[src/core/alu_mac_pkg.sv]
package alu_mac_pkg;
  localparam int ADDR_W = 8;
  localparam int DATA_W = 16;
  localparam int ACC_W = 40;

  // Register byte offsets
  localparam logic [ADDR_W-1:0] MODE_OFS = 8'h00;
  localparam logic [ADDR_W-1:0] INTCTL_OFS = 8'h04;
  localparam logic [ADDR_W-1:0] STATUS_OFS = 8'h08;
  localparam logic [ADDR_W-1:0] OPERAND_OFS = 8'h0c;
  localparam logic [ADDR_W-1:0] ALU_CMD_OFS = 8'h10;
  localparam logic [ADDR_W-1:0] ALU_RES_OFS = 8'h14;
  localparam logic [ADDR_W-1:0] ALU_FB_OFS = 8'h18;
  localparam logic [ADDR_W-1:0] MAC_CMD_OFS = 8'h1c;
  localparam logic [ADDR_W-1:0] ACC_LO_OFS = 8'h20;
  localparam logic [ADDR_W-1:0] ACC_MID_OFS = 8'h24;
  localparam logic [ADDR_W-1:0] ACC_UP_OFS = 8'h28;
  localparam logic [ADDR_W-1:0] SHF_LO_OFS = 8'h2c;
  localparam logic [ADDR_W-1:0] SHF_MID_OFS = 8'h30;
  localparam logic [ADDR_W-1:0] SHF_UP_OFS = 8'h34;

  // Field positions
  localparam int STICKY_BIT = 2;
  localparam int SAT_BIT = 3;
  localparam int INT_MODE_BIT = 4;
  localparam int BIAS_BIT = 7;
  localparam int OVF_BIT = 0;
  localparam int CARRY_BIT = 1;
  localparam int ALU_DEST_BIT = 3;
  localparam int MAC_XS_BIT = 2;
  localparam int MAC_YS_BIT = 3;
  localparam int MAC_RND_BIT = 4;
  localparam int MAC_TGT_BIT = 5;
  localparam int UPPER_BITS = 8;

  localparam logic [DATA_W-1:0] MAX_POS = 16'h7fff;
  localparam logic [DATA_W-1:0] MAX_NEG = 16'h8000;
  localparam logic [DATA_W-1:0] RND_HALF = 16'h8000;
  localparam logic [ACC_W-1:0] RND_ONE = 40'h0000008000;
  localparam int RND_FORCE_BIT = 16;

  localparam logic [1:0] RESP_OKAY = 2'h0;
  localparam logic [1:0] RESP_SLVERR = 2'h2;

  typedef enum logic [2:0] {
    ALU_ADD = 3'h0,
    ALU_SUB = 3'h1,
    ALU_ADDC = 3'h2,
    ALU_AND = 3'h3,
    ALU_PASS = 3'h4
  } alu_op_t;

  typedef enum logic [1:0] {
    MAC_MUL = 2'h0,
    MAC_ADD = 2'h1,
    MAC_SUB = 2'h2
  } mac_op_t;
endpackage : alu_mac_pkg

[src/core/arith_if.sv]
`timescale 1ns/1ps
interface arith_if;
  import alu_mac_pkg::*;
  logic [DATA_W-1:0] x;
  logic [DATA_W-1:0] y;
  alu_op_t alu_op;
  logic carry_in;
  logic [DATA_W-1:0] alu_res;
  logic alu_ovf;
  logic alu_carry;
  mac_op_t mac_op;
  logic x_signed;
  logic y_signed;
  logic int_mode;
  logic round;
  logic biased;
  logic [ACC_W-1:0] acc_in;
  logic [ACC_W-1:0] acc_out;
  logic round_tie;
  logic pre_bit16;
  modport ctrl (output x, y, alu_op, carry_in, mac_op, x_signed, y_signed, int_mode, round, biased, acc_in,
    input alu_res, alu_ovf, alu_carry, acc_out, round_tie, pre_bit16);
  modport alu_side (input x, y, alu_op, carry_in, output alu_res, alu_ovf, alu_carry);
  modport mac_side (input x, y, mac_op, x_signed, y_signed, int_mode, round, biased, acc_in,
    output acc_out, round_tie, pre_bit16);
endinterface : arith_if

[src/core/alu_mac_mode_control.sv]
`timescale 1ns/1ps
// Notes on behaviour
// RQ1 - Fractional product sign-extended, shifted left once
// RQ2 - Product bit 31 lands on accumulator bit 32
// RQ3 - Integer product added unshifted, 32.0 result
// RQ4 - Mode bit 4 selects fractional or integer
// RQ5 - 40-bit adder adds or subtracts the product
// RQ6 - Upper word holds sign extension of product bit 31 plus accumulation
// RQ7 - Mode bit 2 makes overflow flag sticky
// RQ8 - Non-sticky overflow clears on clean ALU operation
// RQ9 - Sticky overflow clears only by software write
// RQ10 - Mode bit 3 enables ALU result saturation
// RQ11 - No overflow: result written unmodified
// RQ12 - Overflow without carry saturates to maximum positive
// RQ13 - Overflow with carry saturates to maximum negative
// RQ14 - Feedback register wraps; flags unchanged by saturation
// RQ15 - Control bit 7 selects biased or unbiased rounding
// RQ16 - Rounding adds one at bit 15
// RQ17 - Unbiased midpoint forces result bit 16 to zero
// RQ18 - Biased midpoint always rounds upward
// RQ19 - Low word after rounding is invalid
// RQ20 - Rounding targets accumulator or shifter result set
// RQ21 - Overflow flag set on unpredicted sign change
// RQ22 - Mode bits in effect at execution apply
module alu_mac_mode_control (
  input wire logic aclk,
  input wire logic aresetn,
  input wire logic awvalid,
  output logic awready,
  input wire logic [alu_mac_pkg::ADDR_W-1:0] awaddr,
  input wire logic [2:0] awprot,
  input wire logic wvalid,
  output logic wready,
  input wire logic [31:0] wdata,
  input wire logic [3:0] wstrb,
  output logic bvalid,
  input wire logic bready,
  output logic [1:0] bresp,
  input wire logic arvalid,
  output logic arready,
  input wire logic [alu_mac_pkg::ADDR_W-1:0] araddr,
  input wire logic [2:0] arprot,
  output logic rvalid,
  input wire logic rready,
  output logic [31:0] rdata,
  output logic [1:0] rresp
);
  import alu_mac_pkg::*;

  arith_if io ();
  alu_unit u_alu (.io(io.alu_side));
  mac_unit u_mac (.io(io.mac_side));

  logic aw_full;
  logic w_full;
  logic [ADDR_W-1:0] waddr;
  logic [31:0] wdata_q;
  logic [3:0] wstrb_q;
  logic do_write;
  logic [ADDR_W-1:0] wofs;
  logic [ADDR_W-1:0] rofs;
  logic alu_exec;
  logic mac_exec;
  logic status_wr;
  logic alu_dest_fb;
  logic mac_to_shifter;
  logic [31:0] rd_word;
  logic rd_ok;
  logic wr_ok;

  logic overflow_sticky_select;
  logic alu_saturate_enable;
  logic multiplier_integer_mode;
  logic rounding_type_select;
  logic alu_overflow_flag;
  logic alu_carry_flag;
  logic [DATA_W-1:0] x_operand;
  logic [DATA_W-1:0] y_operand;
  logic [DATA_W-1:0] alu_result_register;
  logic [DATA_W-1:0] alu_feedback_register;
  logic [ACC_W-1:0] multiply_accumulator;
  logic [ACC_W-1:0] shifter_result_set;
  logic [DATA_W-1:0] next_alu_result;

  function automatic logic mapped(input logic [ADDR_W-1:0] ofs);
    mapped = (ofs <= SHF_UP_OFS);
  endfunction : mapped

  function automatic logic [31:0] upper_ext(input logic [ACC_W-1:0] acc);
    upper_ext = {{(32-UPPER_BITS){acc[ACC_W-1]}}, acc[ACC_W-1:ACC_W-UPPER_BITS]};
  endfunction : upper_ext

  // Write happens in the cycle both address and data are held
  assign do_write = aw_full && w_full && !bvalid;
  assign wofs = {waddr[ADDR_W-1:2], 2'b00};
  assign rofs = {araddr[ADDR_W-1:2], 2'b00};
  assign wr_ok = mapped(wofs);
  assign status_wr = do_write && (wofs == STATUS_OFS) && wstrb_q[0];
  assign alu_exec = do_write && (wofs == ALU_CMD_OFS) && wstrb_q[0];
  assign mac_exec = do_write && (wofs == MAC_CMD_OFS) && wstrb_q[0];
  assign alu_dest_fb = wdata_q[ALU_DEST_BIT];
  assign mac_to_shifter = wdata_q[MAC_TGT_BIT];

  // Operands and modes are the registered values at execution time
  assign io.x = x_operand;
  assign io.y = y_operand;
  assign io.alu_op = alu_op_t'(wdata_q[2:0]);
  assign io.carry_in = alu_carry_flag;
  assign io.mac_op = mac_op_t'(wdata_q[1:0]);
  assign io.x_signed = wdata_q[MAC_XS_BIT];
  assign io.y_signed = wdata_q[MAC_YS_BIT];
  assign io.int_mode = multiplier_integer_mode; // RQ4 RQ22
  assign io.round = wdata_q[MAC_RND_BIT];
  assign io.biased = rounding_type_select; // RQ15
  assign io.acc_in = mac_to_shifter ? shifter_result_set : multiply_accumulator; // RQ20

  // Write address channel
  always_ff @(posedge aclk) begin
    if (!aresetn) begin
      awready <= 1'b1;
      aw_full <= 1'b0;
      waddr <= '0;
    end else if (awvalid && awready) begin
      awready <= 1'b0;
      aw_full <= 1'b1;
      waddr <= awaddr;
    end else if (do_write) begin
      aw_full <= 1'b0;
    end else if (bvalid && bready) begin
      awready <= 1'b1;
    end
  end

  // Write data channel
  always_ff @(posedge aclk) begin
    if (!aresetn) begin
      wready <= 1'b1;
      w_full <= 1'b0;
      wdata_q <= '0;
      wstrb_q <= '0;
    end else if (wvalid && wready) begin
      wready <= 1'b0;
      w_full <= 1'b1;
      wdata_q <= wdata;
      wstrb_q <= wstrb;
    end else if (do_write) begin
      w_full <= 1'b0;
    end else if (bvalid && bready) begin
      wready <= 1'b1;
    end
  end

  // Write response
  always_ff @(posedge aclk) begin
    if (!aresetn) begin
      bvalid <= 1'b0;
      bresp <= RESP_OKAY;
    end else if (do_write) begin
      bvalid <= 1'b1;
      bresp <= wr_ok ? RESP_OKAY : RESP_SLVERR;
    end else if (bvalid && bready) begin
      bvalid <= 1'b0;
    end
  end

  // Mode and rounding controls
  always_ff @(posedge aclk) begin
    if (!aresetn) begin
      overflow_sticky_select <= 1'b0;
      alu_saturate_enable <= 1'b0;
      multiplier_integer_mode <= 1'b0;
      rounding_type_select <= 1'b0;
    end else if (do_write && wstrb_q[0]) begin
      if (wofs == MODE_OFS) begin
        overflow_sticky_select <= wdata_q[STICKY_BIT]; // RQ7
        alu_saturate_enable <= wdata_q[SAT_BIT]; // RQ10
        multiplier_integer_mode <= wdata_q[INT_MODE_BIT]; // RQ4
      end
      if (wofs == INTCTL_OFS) begin
        rounding_type_select <= wdata_q[BIAS_BIT]; // RQ15
      end
    end
  end

  // Operand register, byte lanes honoured
  always_ff @(posedge aclk) begin
    if (!aresetn) begin
      x_operand <= '0;
      y_operand <= '0;
    end else if (do_write && (wofs == OPERAND_OFS)) begin
      if (wstrb_q[0]) x_operand[7:0] <= wdata_q[7:0];
      if (wstrb_q[1]) x_operand[15:8] <= wdata_q[15:8];
      if (wstrb_q[2]) y_operand[7:0] <= wdata_q[23:16];
      if (wstrb_q[3]) y_operand[15:8] <= wdata_q[31:24];
    end
  end

  // Overflow flag; an overflowing operation beats a software clear
  always_ff @(posedge aclk) begin
    if (!aresetn) begin
      alu_overflow_flag <= 1'b0;
    end else if (alu_exec && io.alu_ovf) begin
      alu_overflow_flag <= 1'b1; // RQ21
    end else if (status_wr) begin
      alu_overflow_flag <= wdata_q[OVF_BIT]; // RQ8 RQ9
    end else if (alu_exec && !overflow_sticky_select) begin
      alu_overflow_flag <= 1'b0; // RQ8
    end
  end

  always_ff @(posedge aclk) begin
    if (!aresetn) begin
      alu_carry_flag <= 1'b0;
    end else if (alu_exec) begin
      alu_carry_flag <= io.alu_carry;
    end else if (status_wr) begin
      alu_carry_flag <= wdata_q[CARRY_BIT];
    end
  end

  // Saturation depends on this operation's own overflow and carry
  always_comb begin
    next_alu_result = io.alu_res; // RQ11
    if (alu_saturate_enable && io.alu_ovf) begin
      next_alu_result = io.alu_carry ? MAX_NEG : MAX_POS; // RQ12 RQ13
    end
  end

  always_ff @(posedge aclk) begin
    if (!aresetn) begin
      alu_result_register <= '0;
      alu_feedback_register <= '0;
    end else if (alu_exec) begin
      if (alu_dest_fb) begin
        alu_feedback_register <= io.alu_res; // RQ14
      end else begin
        alu_result_register <= next_alu_result; // RQ10
      end
    end
  end

  // Whole 40-bit result lands in the chosen set
  always_ff @(posedge aclk) begin
    if (!aresetn) begin
      multiply_accumulator <= '0;
      shifter_result_set <= '0;
    end else if (mac_exec) begin
      if (mac_to_shifter) begin
        shifter_result_set <= io.acc_out; // RQ20
      end else begin
        multiply_accumulator <= io.acc_out; // RQ5 RQ6
      end
    end
  end

  // Read decode; upper word shows 8 bits sign-extended
  always_comb begin
    rd_ok = 1'b1;
    rd_word = '0;
    case (rofs)
      MODE_OFS: begin
        rd_word[STICKY_BIT] = overflow_sticky_select;
        rd_word[SAT_BIT] = alu_saturate_enable;
        rd_word[INT_MODE_BIT] = multiplier_integer_mode;
      end
      INTCTL_OFS: rd_word[BIAS_BIT] = rounding_type_select;
      STATUS_OFS: begin
        rd_word[OVF_BIT] = alu_overflow_flag;
        rd_word[CARRY_BIT] = alu_carry_flag;
      end
      OPERAND_OFS: rd_word = {y_operand, x_operand};
      ALU_CMD_OFS: rd_word = '0;
      MAC_CMD_OFS: rd_word = '0;
      ALU_RES_OFS: rd_word[DATA_W-1:0] = alu_result_register;
      ALU_FB_OFS: rd_word[DATA_W-1:0] = alu_feedback_register;
      ACC_LO_OFS: rd_word[DATA_W-1:0] = multiply_accumulator[DATA_W-1:0];
      ACC_MID_OFS: rd_word[DATA_W-1:0] = multiply_accumulator[2*DATA_W-1:DATA_W];
      ACC_UP_OFS: rd_word = upper_ext(multiply_accumulator);
      SHF_LO_OFS: rd_word[DATA_W-1:0] = shifter_result_set[DATA_W-1:0];
      SHF_MID_OFS: rd_word[DATA_W-1:0] = shifter_result_set[2*DATA_W-1:DATA_W];
      SHF_UP_OFS: rd_word = upper_ext(shifter_result_set);
      default: rd_ok = 1'b0;
    endcase
  end

  always_ff @(posedge aclk) begin
    if (!aresetn) begin
      arready <= 1'b1;
      rvalid <= 1'b0;
      rdata <= '0;
      rresp <= RESP_OKAY;
    end else if (arvalid && arready) begin
      arready <= 1'b0;
      rvalid <= 1'b1;
      rdata <= rd_word;
      rresp <= rd_ok ? RESP_OKAY : RESP_SLVERR;
    end else if (rvalid && rready) begin
      rvalid <= 1'b0;
      arready <= 1'b1;
    end
  end
endmodule : alu_mac_mode_control

[src/core/alu_unit.sv]
`timescale 1ns/1ps
module alu_unit (
  arith_if.alu_side io
);
  import alu_mac_pkg::*;
  logic [DATA_W:0] sum;
  logic [DATA_W-1:0] yv;
  logic cin;

  always_comb begin
    yv = io.y;
    cin = 1'b0;
    case (io.alu_op)
      ALU_SUB: begin
        yv = ~io.y;
        cin = 1'b1;
      end
      ALU_ADDC: cin = io.carry_in;
      default: ;
    endcase
    sum = {1'b0, io.x} + {1'b0, yv} + {{DATA_W{1'b0}}, cin};
    io.alu_res = sum[DATA_W-1:0];
    io.alu_carry = sum[DATA_W];
    // Sign change that the operand signs do not predict
    io.alu_ovf = (io.x[DATA_W-1] == yv[DATA_W-1]) && (sum[DATA_W-1] != io.x[DATA_W-1]); // RQ21
    case (io.alu_op)
      ALU_AND: begin
        io.alu_res = io.x & io.y;
        io.alu_ovf = 1'b0;
        io.alu_carry = 1'b0;
      end
      ALU_PASS: begin
        io.alu_res = io.x;
        io.alu_ovf = 1'b0;
        io.alu_carry = 1'b0;
      end
      default: ;
    endcase
  end
endmodule : alu_unit

[src/core/mac_unit.sv]
`timescale 1ns/1ps
module mac_unit (
  arith_if.mac_side io
);
  import alu_mac_pkg::*;
  logic signed [DATA_W:0] xs;
  logic signed [DATA_W:0] ys;
  logic signed [2*DATA_W+1:0] prod;
  logic [ACC_W-1:0] aligned;
  logic [ACC_W-1:0] base;
  logic [ACC_W-1:0] sum;
  logic [ACC_W-1:0] rounded;

  always_comb begin
    xs = {io.x_signed & io.x[DATA_W-1], io.x};
    ys = {io.y_signed & io.y[DATA_W-1], io.y};
    prod = xs * ys;
    // Product taken as signed 32 bits and sign-extended over the accumulator
    if (io.int_mode) begin
      aligned = {{(ACC_W-2*DATA_W){prod[2*DATA_W-1]}}, prod[2*DATA_W-1:0]}; // RQ3
    end else begin
      aligned = {{(ACC_W-2*DATA_W-1){prod[2*DATA_W-1]}}, prod[2*DATA_W-1:0], 1'b0}; // RQ1 RQ2
    end
    base = (io.mac_op == MAC_MUL) ? '0 : io.acc_in;
    sum = (io.mac_op == MAC_SUB) ? base - aligned : base + aligned; // RQ5
    io.round_tie = (sum[DATA_W-1:0] == RND_HALF);
    io.pre_bit16 = sum[RND_FORCE_BIT];
    rounded = sum + RND_ONE; // RQ16
    if (!io.biased && io.round_tie) begin
      rounded[RND_FORCE_BIT] = 1'b0; // RQ17
    end
    // Low word after rounding is left as the adder gives it; not meaningful
    io.acc_out = io.round ? rounded : sum; // RQ18 RQ19
  end
endmodule : mac_unit

[config.mk]
export PLATFORM = sky130hd
export DESIGN_NAME = alu_mac_mode_control
export DESIGN_NICKNAME = d
export VERILOG_FILES = /design/src/core/alu_mac_pkg.sv /design/src/core/arith_if.sv /design/src/core/alu_mac_mode_control.sv /design/src/core/alu_unit.sv /design/src/core/mac_unit.sv
export SDC_FILE = /design/constraint.sdc
export NUM_CORES = 2
export LEC_CHECK = 0
export BUFFER_PORTS_ARGS = -buffer_cell sky130_fd_sc_hd__buf_2
export CORE_ASPECT_RATIO = 0.75
export CORE_MARGIN = 2
export CORE_UTILIZATION = 64
export CTS_CLUSTER_SIZE = 12
export DETAILED_ROUTE_END_ITERATION = 10
export PLACE_DENSITY_LB_ADDON = 0.08
export SLEW_MARGIN = 20
export SYNTH_ARGS = -nofsm -noshare
export SYNTH_HDL_FRONTEND = slang
export SYNTH_SLANG_ARGS = --single-unit
[constraint.sdc]
create_clock -name aclk -period 27.1 [get_ports aclk]
set_clock_uncertainty 0.15 [all_clocks]
set_input_delay 5.42 -clock aclk [delete_from_list [all_inputs] [get_ports aclk]]
set_output_delay 5.42 -clock aclk [all_outputs]
set_load 0.01 [all_outputs]
==> results.sh <==
export IMPL_min_period_ns=13.37
export IMPL_wl_per_cell_um=20.7
export IMPL_rsz0062_at_grt="no"
export IMPL_finalHoldViolations=0
export IMPL_cts_resized=0
export IMPL_fillers=3370
export IMPL_crit_top_cell="fa_1"
export IMPL_cts_buffers=27
export IMPL_ys_ff_latch=233
export IMPL_syn_area_per_cell_sq_um=7.85
export IMPL_layout_drive_gt1_share_pct=7.14
export IMPL_yosysTopAreaCell="fa_1"
export IMPL_whs_ns=0.305
export IMPL_yosys_area_top_type_share_pct=21.4
export IMPL_grt_pass1_wl_um=131000
export IMPL_r2r_start="wdata_q[3]$_SDFFE_PN0P_"
export IMPL_grt_use_total_pct=38.1
export IMPL_grt_max_degree=114
export IMPL_ys_seq_area_share_pct=17.5
export IMPL_run_status="completed"
export IMPL_finalNetCount=3847
export IMPL_synth_cell_types=96
export IMPL_fin_ws_ns=13.73
export IMPL_area_growth_pct=5.95
export IMPL_vdd_drop_max_v=0.0000542
export IMPL_synthCells=3395
export IMPL_p_per_area_nw_per_um2=26.9
export IMPL_worst_pin_slew_ns=1.18
export IMPL_rows=64
export IMPL_drt_vias_per_instance=6.24
export IMPL_start_kind="flop"
export IMPL_leakage_uw=0.0131
export IMPL_num_vias=24500
export IMPL_slowest_delay_ns=0.97
export IMPL_gr_total_overflow=0
export IMPL_rrSetupSlack_ns=13.73
export IMPL_fin_crit_sh_pct=49.3
export IMPL_gp_congestion=0.987
export IMPL_report_final_slew_viol_count=0
export IMPL_remaining_drc_errors=0
export IMPL_die_width_um=240
export IMPL_dr_pass1_iters=6
export IMPL_postRouteAntennaNets=0
export IMPL_start_util_pct=65.1
export IMPL_ys_warn_count=0
export IMPL_post_cts_buffers=0
export IMPL_ff2ff_path_depth=36
export IMPL_synth_area_leaders="fa_1 21%, dfxtp_1 17%, nand2_1 7.5%, ha_1 6.5%, a21oi_1 5.4%"
export IMPL_die_area_sq_um=43300
export IMPL_clock_sinks=233
export IMPL_hp_class="reg2reg"
export IMPL_cp_max_fo=14
export IMPL_tns_ns=0
export IMPL_core_sq_um=40900
export IMPL_max_freq_mhz=74.8
export IMPL_cp_slowest_cell="a2111oi_0"
export IMPL_antenna_cells=0
export IMPL_setup_violations_final=0
export IMPL_relSlewSlack_pct=21.3
export IMPL_path_clk_slew_ns=0.06
export IMPL_synth_edf_count=0
export IMPL_crit_end="multiply_accumulator[39]$_SDFFE_PN0P_"
export IMPL_cp_required_ns=27.45
export IMPL_grt_pass1_vias=23900
export IMPL_root_buffer="clkbuf_16"
export IMPL_holdBufCountCts=0
export IMPL_die_h_um=181
export IMPL_cts_tree="done"
export IMPL_worstSkewPairLatency_ns=0.55
export IMPL_htree_levels=1
export IMPL_finalWirelength_um=81500
export IMPL_worstPathArrival_ns=13.71
export IMPL_clk_path_buf_depth=3
export IMPL_total_power_uw=759
export IMPL_hpwlAfterDp_um=62200
export IMPL_worstSetupEndpointType="flop"
export IMPL_antenna_found_initial=2
export IMPL_cap_violations=0
export IMPL_crit_start="wdata_q[3]$_SDFFE_PN0P_"
export IMPL_drt_iter0_markers=2616
export IMPL_dp_slack_ns=14.20
export IMPL_postSynth_asyncResetShare_pct=0
export IMPL_io_buffers=93
export IMPL_ios=106
export IMPL_reg2reg_to="multiply_accumulator[39]$_SDFFE_PN0P_"
export IMPL_syn_area_sq_um=26700
export IMPL_dominantRegCellSynth="dfxtp_1"
export IMPL_crit_type="reg2reg"
==> cell type report <==
cell class	instances	area (sq um)	share of cell area [%]
timing repair buffer	140	818	2.90
multi-input combinational	2581	19800	70.2
clock inverter	9	81.3	0.288
inverter	376	1420	5.02
tap	561	702	2.49
sequential	233	4670	16.5
clock buffer	35	736	2.60
==> sequential cells by signal, indices dropped and copies added (netlist names), 4 cells and up <==
signal and count:
alu_feedback_register 16, waddr 6, io.y 16, io.x 16, wdata_q 32, rdata 32, shifter_result_set 40, wstrb_q 4
alu_result_register 16, multiply_accumulator 40
==> layout by cell type (no fill, tap or decap), types with 9 or more instances in the layout <==
cell type	count
a211oi_1	28
a21o_1	41
o21a_1	11
o21ai_1	9
a21oi_1	286
clkbuf_16	27
a22o_1	15
a2111oi_0	10
and3_1	20
xor2_1	54
or3_1	11
a22oi_1	46
nor4_1	14
dfxtp_1	231
nand3_1	59
nand4_1	24
fa_1	285
nor2b_1	22
or2_2	9
mux2_2	17
inv_1	374
nand2b_1	17
buf_4	47
ha_1	138
o21ai_0	91
nor2_1	267
and2_1	155
xnor2_1	74
nand2_1	532
a31oi_1	15
nor3_1	42
o211ai_1	19
a221oi_1	17
mux2i_1	78
buf_2	93
==> kinds of logic after synthesis <==
logic type	Yosys count	synth area share, %
AOI/OAI and AO/OA	699	16.9
xor gates and xnor gates	129	4.27
adders and majority gates	423	27.9
buffers and inverters	582	8.24
DFF	233	17.5
muxes	99	3.99
other	1	0.0141
and+or+nand+nor	1229	21.2
==> cells in the mapped netlist (6+ instances only) <==
| cell | instances |
|---|---|
| a2111oi_0 | 10 |
| a221oi_1 | 17 |
| fa_1 | 285 |
| o21ai_0 | 91 |
| nor4_1 | 14 |
| o31a_1 | 7 |
| or2_2 | 9 |
| or3_1 | 11 |
| nand2_1 | 532 |
| or4_1 | 8 |
| nor2b_1 | 23 |
| nand3b_1 | 8 |
| xor2_1 | 54 |
| nand3_1 | 59 |
| a211oi_1 | 28 |
| buf_1 | 15 |
| ha_1 | 138 |
| a21o_1 | 41 |
| clkbuf_1 | 185 |
| nor3_1 | 42 |
| o211ai_1 | 19 |
| o21ai_1 | 9 |
| mux2_2 | 17 |
| mux2i_1 | 78 |
| a211o_1 | 8 |
| inv_1 | 374 |
| nand4b_1 | 6 |
| nand2b_1 | 17 |
| nor2_1 | 273 |
| xnor2_1 | 74 |
| a222oi_1 | 8 |
| a31oi_1 | 16 |
| nand4_1 | 24 |
| o21a_1 | 11 |
| a22o_1 | 15 |
| and2_1 | 155 |
| dfxtp_1 | 233 |
| o2111ai_1 | 8 |
| o21bai_1 | 8 |
| a22oi_1 | 46 |
| a21oi_1 | 286 |
| and3_1 | 20 |
==> metal layers <==
| metal | track usage (%) | vias to the layer above | routed length, um |
|---|---|---|---|
| li1 | - | 11200 | - |
| met1 | 55.0 | 11900 | 34500 |
| met2 | 58.3 | 1259 | 35700 |
| met3 | 7.76 | 161 | 9040 |
| met4 | 10.3 | 2 | 2240 |
| met5 | 0 | - | 10 |
==> critical path, delay by kind of cell, from the launching register on <==
kind                     cells  cell delay (ns)
XOR/XNOR                     2             0.53
adder cells (fa/ha/maj)      8             4.00
AO/OA/AOI/OAI               10             3.61
multiplexers                 1             0.49
AND/OR/NAND/NOR             12             3.77
flip-flops                   1             0.59
buffers and inverters        3             0.16
==> power by group <==
| group | total, uW | internal [uW] | switching, uW |
|---|---|---|---|
| Clock | 344 | 192 | 152 |
| Combinational | 63.1 | 19.7 | 43.4 |
| Sequential | 352 | 347 | 4.39 |
| Total | 759 | 559 | 200 |
==> worst min path at each step <==
stage,startpoint,endpoint,cells past startpoint
2_1_floorplan,alu_result_register[15]$_SDFFE_PN0P_,alu_result_register[15]$_SDFFE_PN0P_,2
3_3_place_gp,rdata[4]$_SDFFE_PN0P_,rdata[4]$_SDFFE_PN0P_,2
3_5_place_dp,wdata_q[19]$_SDFFE_PN0P_,wdata_q[19]$_SDFFE_PN0P_,2
4_1_cts,wdata_q[19]$_SDFFE_PN0P_,wdata_q[19]$_SDFFE_PN0P_,2
5_1_grt,wdata_q[19]$_SDFFE_PN0P_,wdata_q[19]$_SDFFE_PN0P_,2
6_report,wdata_q[19]$_SDFFE_PN0P_,wdata_q[19]$_SDFFE_PN0P_,2
==> per-stage QoR <==
stage,instance area [sq um],util (%),std cells
floorplan,26700,-,3396
global placement,27400,67.0,3891
detailed placement,27400,67.0,3891
CTS,28200,69.0,3935
global route,28200,69.0,3935
finish,28200,69.0,3935
Power figures use the tool's default switching activity.
